--- src/core/motor_io_pkg.sv ---
// Shared constants, register map and types of the motor relay I/O block
package motor_io_pkg;

  // ==========================================================================
  // Register map (byte offsets on APB)
  localparam logic [11:0] OFF_CTRL = 12'h000;
  localparam logic [11:0] OFF_COOL_TIME = 12'h004;
  localparam logic [11:0] OFF_STATE = 12'h008;
  localparam logic [11:0] OFF_IRQ_STATUS = 12'h00C;
  localparam logic [11:0] OFF_IRQ_CLEAR = 12'h010;
  localparam logic [11:0] OFF_IRQ_ENABLE = 12'h014;
  localparam logic [11:0] OFF_MON = 12'h018;

  // ==========================================================================
  // Control register
  typedef enum logic {
    MODE_PASS = 1'b0,
    MODE_OLR = 1'b1
  } mode_e;

  typedef struct packed {
    logic fault_aux_en;
    logic fault_c_en;
    mode_e mode;
  } ctrl_s;

  localparam int CTRL_W = 3;
  localparam logic [2:0] CTRL_RESET = 3'h1;
  localparam logic [15:0] COOL_TIME_RESET = 16'h0064;

  // ==========================================================================
  // Interrupt bits
  localparam int IRQ_W = 3;
  localparam int IRQ_TRIP = 0;
  localparam int IRQ_COOL_DONE = 1;
  localparam int IRQ_WARN = 2;

  // ==========================================================================
  // Process image bit positions (standard control functions)
  localparam int MON_SUM_WARN = 7;
  localparam int MON_SUM_FAULT = 6;
  localparam int MON_OL_WARN = 3;
  localparam int MON_DI_LSB = 10;
  localparam int DI_W = 6;
  localparam int CMD_FAULT_RESET = 6;
  localparam int CMD_EMERG_START = 4;
  localparam int CMD_OUT_C = 15;
  localparam int CMD_OUT_B = 14;
  localparam int CMD_OUT_A = 13;
  localparam int CMD_AUX = 12;

  typedef struct packed {
    logic [15:0] current;
    logic [15:0] status;
  } mon_s;

  localparam logic [15:0] CURRENT_MAX_PCT = 16'h0320;

  // ==========================================================================
  // Timing
  localparam int CLK_PERIOD_NS = 10;
  localparam int MS_NS = 1000000;
  localparam int TICK_CYCLES = MS_NS / CLK_PERIOD_NS;
  localparam logic [7:0] FLASH_MS = 8'hFA;

  typedef enum logic [1:0] {
    FS_RUN = 2'b00,
    FS_COOLING = 2'b01,
    FS_LATCHED = 2'b10
  } fault_state_e;

endpackage : motor_io_pkg

--- src/core/cooldown_timer.sv ---
// Millisecond tick generator and cool-down countdown
module cooldown_timer #(
  parameter int TICK_CYCLES = 100000
) (
  input wire logic clk_sys,
  input wire logic rst_b,
  input wire logic start,
  input wire logic [15:0] duration,
  output logic tick,
  output logic busy,
  output logic done
);

  logic [19:0] pre;
  logic [15:0] remain;
  logic pre_wrap;

  assign pre_wrap = (pre == 20'(TICK_CYCLES - 1));
  assign busy = (remain != 16'h0000);

  always_ff @(posedge clk_sys or negedge rst_b) begin
    if (!rst_b) begin
      pre <= 20'h00000;
      tick <= 1'b0;
    end else begin
      pre <= pre_wrap ? 20'h00000 : pre + 20'h00001;
      tick <= pre_wrap;
    end
  end

  // A zero duration still gives one tick, so a trip always cools down
  always_ff @(posedge clk_sys or negedge rst_b) begin
    if (!rst_b) begin
      remain <= 16'h0000;
      done <= 1'b0;
    end else begin
      done <= busy && tick && (remain == 16'h0001) && !start;
      if (start) begin
        remain <= (duration == 16'h0000) ? 16'h0001 : duration;
      end else if (busy && tick) begin
        remain <= remain - 16'h0001;
      end
    end
  end

endmodule : cooldown_timer

--- src/core/input_sync.sv ---
// Two-stage synchroniser for a group of pin inputs
module input_sync #(
  parameter int W = 6
) (
  input wire logic clk_sys,
  input wire logic rst_b,
  input wire logic [W-1:0] async_in,
  output logic [W-1:0] sync_out
);

  logic [W-1:0] stage1;

  always_ff @(posedge clk_sys or negedge rst_b) begin
    if (!rst_b) begin
      stage1 <= '0;
      sync_out <= '0;
    end else begin
      stage1 <= async_in;
      sync_out <= stage1;
    end
  end

endmodule : input_sync

--- src/core/motor_relay_io.sv ---
// Relay output, process image and fault logic of the motor protection controller
//
// Overview of operation
// - Current word clamped to 0..800 percent.
// - Overload mode powers up contact A closed, B open.
// - Trip starts cool-down; reset refused until over.
// - Overload mode cooling: contact B energised, A open.
// - Overload mode: C, aux, inputs follow images.
// - Fault outputs ignore command bits, follow fault.
// - Overload mode offers no start/stop or supervision.
// - Fault drives configured fault output C or aux.
// - Fault sets summary fault bit in monitoring image.
// - Fault switches the red lamp on.
// - Fault makes the panel fault indicator flash.
// - Command bits of fault outputs are overridden.
// - Image bit layout is the standard one.
// - Pass-through: outputs and inputs follow the fieldbus.
//
// Local design decisions: register access over APB and the address map.
module motor_relay_io
  import motor_io_pkg::*;
#(
  parameter int TICK_CYCLES_P = TICK_CYCLES
) (
  input wire logic clk_sys,
  input wire logic rst_b,
  input wire logic psel,
  input wire logic penable,
  input wire logic pwrite,
  input wire logic [11:0] paddr,
  input wire logic [31:0] pwdata,
  output logic [31:0] prdata,
  output logic pready,
  output logic pslverr,
  output logic irq,
  input wire logic [DI_W-1:0] digital_inputs,
  input wire logic [15:0] cmd_image,
  input wire logic [15:0] motor_current_pct,
  input wire logic overload_trip,
  input wire logic overload_warn,
  output mon_s mon_image,
  output logic relay_output_a,
  output logic relay_output_b,
  output logic relay_output_c,
  output logic aux_supply_output,
  output logic red_led,
  output logic panel_fault_flash
);

  // ==========================================================================
  // Pin inputs
  logic [DI_W-1:0] di_sync;

  input_sync #(.W(DI_W)) u_di_sync (
    .clk_sys(clk_sys),
    .rst_b(rst_b),
    .async_in(digital_inputs),
    .sync_out(di_sync)
  );

  // ==========================================================================
  // APB slave
  ctrl_s ctrl;
  logic [15:0] cool_time;
  logic [IRQ_W-1:0] irq_stat;
  logic [IRQ_W-1:0] irq_en;
  fault_state_e fstate;
  fault_state_e next_fstate;
  logic cool_busy;

  wire setup_phase = psel && !penable;
  wire wr_take = psel && penable && pready && pwrite;
  // Every address bit is decoded, so no register answers at an alias
  wire hit_ctrl = (paddr == OFF_CTRL);
  wire hit_cool = (paddr == OFF_COOL_TIME);
  wire hit_state = (paddr == OFF_STATE);
  wire hit_stat = (paddr == OFF_IRQ_STATUS);
  wire hit_clr = (paddr == OFF_IRQ_CLEAR);
  wire hit_en = (paddr == OFF_IRQ_ENABLE);
  wire hit_mon = (paddr == OFF_MON);
  wire hit_any = hit_ctrl | hit_cool | hit_state | hit_stat | hit_clr | hit_en | hit_mon;
  wire [31:0] state_word = {27'h0, cool_busy, fstate, overload_warn, overload_trip};
  wire [31:0] next_prdata = hit_ctrl ? {29'h0, ctrl} :
                            hit_cool ? {16'h0000, cool_time} :
                            hit_state ? state_word :
                            hit_stat ? {29'h0, irq_stat} :
                            hit_en ? {29'h0, irq_en} :
                            hit_mon ? mon_image : 32'h00000000;

  // Answer is prepared in the setup cycle, so every access has zero wait states
  always_ff @(posedge clk_sys or negedge rst_b) begin
    if (!rst_b) begin
      pready <= 1'b0;
      prdata <= 32'h00000000;
      pslverr <= 1'b0;
    end else begin
      pready <= setup_phase;
      prdata <= (setup_phase && !pwrite) ? next_prdata : 32'h00000000;
      pslverr <= setup_phase && !hit_any;
    end
  end

  always_ff @(posedge clk_sys or negedge rst_b) begin
    if (!rst_b) begin
      ctrl <= ctrl_s'(CTRL_RESET);
      cool_time <= COOL_TIME_RESET;
      irq_en <= '0;
    end else begin
      if (wr_take && hit_ctrl) ctrl <= ctrl_s'(pwdata[CTRL_W-1:0]);
      if (wr_take && hit_cool) cool_time <= pwdata[15:0];
      if (wr_take && hit_en) irq_en <= pwdata[IRQ_W-1:0];
    end
  end

  // ==========================================================================
  // Fault sequencing
  logic cool_tick;
  logic cool_done;
  logic reset_prev;
  logic warn_prev;

  wire fault = (fstate != FS_RUN);
  wire cooling = (fstate == FS_COOLING);
  wire reset_edge = cmd_image[CMD_FAULT_RESET] && !reset_prev;
  wire trip_start = (fstate == FS_RUN) && overload_trip;

  cooldown_timer #(.TICK_CYCLES(TICK_CYCLES_P)) u_cool (
    .clk_sys(clk_sys),
    .rst_b(rst_b),
    .start(trip_start),
    .duration(cool_time),
    .tick(cool_tick),
    .busy(cool_busy),
    .done(cool_done)
  );

  // A reset while cooling is dropped, not remembered
  always_comb begin
    next_fstate = fstate;
    unique case (fstate)
      FS_RUN: if (overload_trip) next_fstate = FS_COOLING;
      FS_COOLING: if (cool_done) next_fstate = FS_LATCHED;
      FS_LATCHED: if (reset_edge && !overload_trip) next_fstate = FS_RUN;
      default: next_fstate = FS_LATCHED;
    endcase
  end

  always_ff @(posedge clk_sys or negedge rst_b) begin
    if (!rst_b) begin
      fstate <= FS_RUN;
      reset_prev <= 1'b0;
      warn_prev <= 1'b0;
    end else begin
      fstate <= next_fstate;
      reset_prev <= cmd_image[CMD_FAULT_RESET];
      warn_prev <= overload_warn;
    end
  end

  // ==========================================================================
  // Interrupts: set wins over a clear in the same cycle
  wire [IRQ_W-1:0] irq_set = {overload_warn && !warn_prev, cool_done, trip_start};
  wire [IRQ_W-1:0] irq_clr = (wr_take && hit_clr) ? pwdata[IRQ_W-1:0] : '0;
  wire irq_due = |(irq_stat & irq_en);

  always_ff @(posedge clk_sys or negedge rst_b) begin
    if (!rst_b) begin
      irq_stat <= '0;
      irq <= 1'b0;
    end else begin
      irq_stat <= (irq_stat & ~irq_clr) | irq_set;
      irq <= irq_due;
    end
  end

  // ==========================================================================
  // Output selection
  // Overload mode has no start/stop, checkback, simulation, bus fault or dip paths
  logic [7:0] flash_cnt;
  logic blink;
  wire olr = (ctrl.mode == MODE_OLR);
  wire next_a = olr ? !fault : cmd_image[CMD_OUT_A];
  wire next_b = olr ? (fault || cooling) : cmd_image[CMD_OUT_B];
  wire next_c = ctrl.fault_c_en ? fault : cmd_image[CMD_OUT_C];
  wire next_aux = ctrl.fault_aux_en ? fault : cmd_image[CMD_AUX];
  wire [15:0] next_current = (motor_current_pct > CURRENT_MAX_PCT) ?
                             CURRENT_MAX_PCT : motor_current_pct;
  wire [15:0] next_status = {di_sync, 2'b00, overload_warn, fault, 2'b00,
                             overload_warn, 3'b000};

  always_ff @(posedge clk_sys or negedge rst_b) begin
    if (!rst_b) begin
      flash_cnt <= 8'h00;
      blink <= 1'b0;
    end else if (cool_tick) begin
      flash_cnt <= (flash_cnt == FLASH_MS - 8'h01) ? 8'h00 : flash_cnt + 8'h01;
      if (flash_cnt == FLASH_MS - 8'h01) blink <= !blink;
    end
  end

  // Registered so a glitch on the command word between clock edges never reaches a relay
  always_ff @(posedge clk_sys or negedge rst_b) begin
    if (!rst_b) begin
      relay_output_a <= 1'b0;
      relay_output_b <= 1'b0;
      relay_output_c <= 1'b0;
      aux_supply_output <= 1'b0;
      red_led <= 1'b0;
      panel_fault_flash <= 1'b0;
      mon_image <= '0;
    end else begin
      relay_output_a <= next_a;
      relay_output_b <= next_b;
      relay_output_c <= next_c;
      aux_supply_output <= next_aux;
      red_led <= fault;
      panel_fault_flash <= fault && blink;
      mon_image <= '{current: next_current, status: next_status};
    end
  end
endmodule : motor_relay_io

--- config.mk ---
export PLATFORM = sky130hd
export DESIGN_NAME = motor_relay_io
export DESIGN_NICKNAME = d
export VERILOG_FILES = /design/src/core/motor_io_pkg.sv /design/src/core/cooldown_timer.sv /design/src/core/input_sync.sv /design/src/core/motor_relay_io.sv
export SDC_FILE = /design/constraint.sdc
export NUM_CORES = 1
export LEC_CHECK = 0
export BUFFER_PORTS_ARGS = -buffer_cell sky130_fd_sc_hd__buf_4
export CORE_ASPECT_RATIO = 1.5
export CORE_UTILIZATION = 35
export DETAILED_ROUTE_END_ITERATION = 12
export GPL_TIMING_DRIVEN = 0
export PLACE_DENSITY = 0.57
export SETUP_SLACK_MARGIN = 0.02
export SLEW_MARGIN = 20
export SYNTH_ARGS = -nofsm -noshare
export SYNTH_HDL_FRONTEND = slang
export SYNTH_HIERARCHICAL = 1
export SYNTH_SLANG_ARGS = --single-unit
export TNS_END_PERCENT = 100
--- constraint.sdc ---
create_clock -name clk_sys -period 2.62 [get_ports clk_sys]
set_input_delay 0.262 -clock clk_sys [delete_from_list [all_inputs] [get_ports clk_sys]]
set_output_delay 0.262 -clock clk_sys [all_outputs]
set_load 0.02 [all_outputs]
==> impl_metrics.csv <==
group,metric,value,unit
status,status,"finished clean",
sta,finalCriticalPeriod,2.42,ns
layout,drive_above_1_share,29.7,%
clock_tree,cts_buffers,17,
clock_tree,cts-root-buf,"clkbuf_16",
pwr,clkPwrFrac,44.7,%
pwr,p_int,0.00380,W
placement,dp_hpwl,12200,um
layout,insertedDiodeCount,0,
layout,area_growth,30.5,%
floorplanning,die_y,169,um
sta,tns,0,ns
clock_tree,clockBufferDepth,2,
clock_tree,cts_setup_buffers,0,
synth,synthArstFlopShare,100,%
synth,yosysWarnings,6,
route,first_iter_violations,284,
placement,gp_congestion,0.919,
clock_tree,htree_levels,4,
setup_path,cp_max_fo,10,
sta,worst_pin_slew,0.684,ns
floorplanning,die_w,113,um
sta,final-hold-violation-count,0,
setup_path,start_kind,"register",
global_route,grt_pass1_vias,5177,
route,avgRoutedWirePerCell,16.4,um
job,cap_violations,0,
layout,fin_area,8490,sq um
pwr,irDropWorstVdd,0.383,mV
floorplanning,start_util,36.0,%
synth,synth_edf_count,0,
setup_path,worst_ep_arrival_time,2.73,ns
route,drc,0,
sta,slew_viol_final,0,
floorplanning,die_area,19200,sq um
clock_tree,worstSkewPairLatency,0.42,ns
global_route,grt_overflow,0,
setup_path,reg2reg_slack,0.20,ns
placement,portBuffers,127,
clock_tree,clkSinkCount,151,
sta,finalCritPeriodShare,92.3,%
pwr,pwr-share-comb,8.0,%
synth,synth.distinct_cells,73,
global_route,grt_max_degree,104,
setup_path,worst-setup-path-type,"register to register",
setup_path,cp-end-kind,"register",
route,drt_first_pass_iters,4,
pwr,p_leak,3.96,nW
worst_hold_path,hp-class,"input pin to register",
pwr,seqPwrFrac,47.3,%
clock_tree,cts_tree,"done",
synth,synth_area,6510,sq um
route,ant_nets,0,
global_route,grt_util_all_layers,18.0,%
setup_path,crit_required,2.93,ns
global_route,grt_pass1_wl,26400,um
sta,skew,0.00866,ns
floorplanning,io_pins,162,
clock_tree,clk_pin_slew,0.06,ns
layout,fin_nets,832,
floorplanning,coreArea,18100,sq um
pwr,switching_share,25.2,%
synth,synth-seq-cells,151,
placement,placed_area,7850,sq um
pwr,finalPower,0.00508,W
synth,syn_inst,570,
layout,layout_common_cells,"dfrtp_1 (147), buf_4 (137), nor2_1 (55)",
synth,ys_seq_area_share,58.2,%
pwr,power-per-cell-area,598,nW/um^2
synth,avgSynthCellArea,11.4,sq um
layout,layout_commonest_cell,"dfrtp_1",
sta,rsz0062_at_grt,"no",
synth,synth_flop_cell,"dfrtp_1",
pwr,p_switching,0.00128,W
global_route,antenna_found_initial,0,
sta,relSlewSlack,54.1,%
route,vias_per_cell,5.00,
sta,setup_violations,0,
sta,clock.fmax,414,MHz
floorplanning,core.rowCount,60,
route,dr_total_vias,4993,
route,wirelength,16400,um
-- power groups by stage --
stage / Combinational (W) / Clock (W) / Sequential (W)
floorplan: 0.000150 / 0 / 0.00246
global placement: 0.000388 / 0 / 0.00244
detailed placement: 0.000401 / 0 / 0.00244
CTS: 0.000414 / 0.00235 / 0.00240
global route: 0.000445 / 0.00243 / 0.00240
finish: 0.000408 / 0.00227 / 0.00240
-- path summary, 6_finish.rpt --
check                                              startpoint                              end  depth (start not counted)
worst max-delay path                    fstate[0]$_DFFE_PN0P_     u_cool/remain[6]$_DFFE_PN0P_                          6
worst min-delay path                     motor_current_pct[9]          mon_image[25]$_DFF_PN0_                          2
worst max register to register          fstate[0]$_DFFE_PN0P_     u_cool/remain[6]$_DFFE_PN0P_                          6
worst min register to register  u_di_sync/stage1[4]$_DFF_PN0_  u_di_sync/sync_out[4]$_DFF_PN0_                          0
max in group asynchronous                               rst_b           mon_image[6]$_DFF_PN0_                          3
min in group asynchronous                               rst_b         flash_cnt[5]$_DFFE_PN0P_                          2
-- layout make-up --
class	count	area [sq um]
clock buffer	18	439
timing repair buffer	137	1080
fill	1697	9600
tap	248	310
inverter	19	71.3
sequential	151	3780
buffer	32	198
clock inverter	14	111
multi-input combinational	380	2500
-- stage by stage --
step	setup slack [ns]	cells	hold WS (ns)	utilization (%)
2_1_floorplan	0.799	582	-0.0336	-
3_3_place_gp	0.0149	957	0.333	43.2
3_5_place_dp	-0.0266	958	0.201	43.4
4_1_cts	0.189	999	0.0203	46.9
5_1_grt	0.0768	999	0.0383	46.9
6_report	0.203	999	0.0415	46.9
-- cell usage after synthesis, types with 7 or more instances --
library cell | count | share of area, %
a21oi_1 | 15 | 1.2
a32oi_1 | 11 | 1.5
and2_1 | 19 | 1.8
buf_4 | 11 | 1.3
clkbuf_1 | 12 | 0.69
dfrtp_1 | 147 | 57
inv_1 | 19 | 1.1
mux2_2 | 15 | 2.6
mux2_4 | 7 | 1.6
nand2_1 | 38 | 2.2
nand3_1 | 21 | 1.6
nand4_1 | 11 | 1.1
nor2_1 | 56 | 3.2
nor2b_1 | 8 | 0.77
nor3_1 | 18 | 1.4
nor4_1 | 10 | 0.96
o21ai_0 | 9 | 0.69
or3_1 | 8 | 0.77
xnor2_1 | 14 | 1.9
xor2_1 | 9 | 1.2
-- kinds of logic after synthesis --
family | synth area share (%)
other | 0.0576
flip-flops | 58.2
XOR/XNOR | 3.10
multiplexers | 4.37
adder cells (fa/ha/maj) | 0.962
buffers and inverters | 4.13
AO/OA/AOI/OAI | 8.94
AND/OR/NAND/NOR | 20.3
-- timing repair --
item / CTS / global route
hold buffers: 9 / 0
endpoints found under the setup margin: 5 / 0
gates resized for setup: 1 / 0
endpoints found under the hold margin: 54 / 0
-- critical path, cell delays in order, from the launching register on --
cell	delay (ns)
dfrtp_1	0.43
nor2_2	0.41
and2_1	0.31
clkbuf_1	0.39
clkbuf_1	0.43
a22oi_1	0.18
o32ai_1	0.16
-- flip-flops by register name, summed over array words and instances (netlist names), 2 cells and up --
signal	flops
u_cool/pre	20
cool_time	16
prdata	32
fstate	2
u_di_sync/sync_out	6
u_cool/remain	16
irq_stat	3
ctrl	2
flash_cnt	8
irq_en	3
u_di_sync/stage1	6
mon_image	24
-- per-layer routing --
metal / vias to the layer above / GRT usage (%) / share of wire, %
li1: 2356 / - / -
met1: 2477 / 20.6 / 40
met2: 136 / 31.0 / 52
met3: 24 / 5.08 / 5.5
met4: 0 / 8.18 / 2.6
met5: - / 0 / 0
Power figures use the tool's default switching activity.
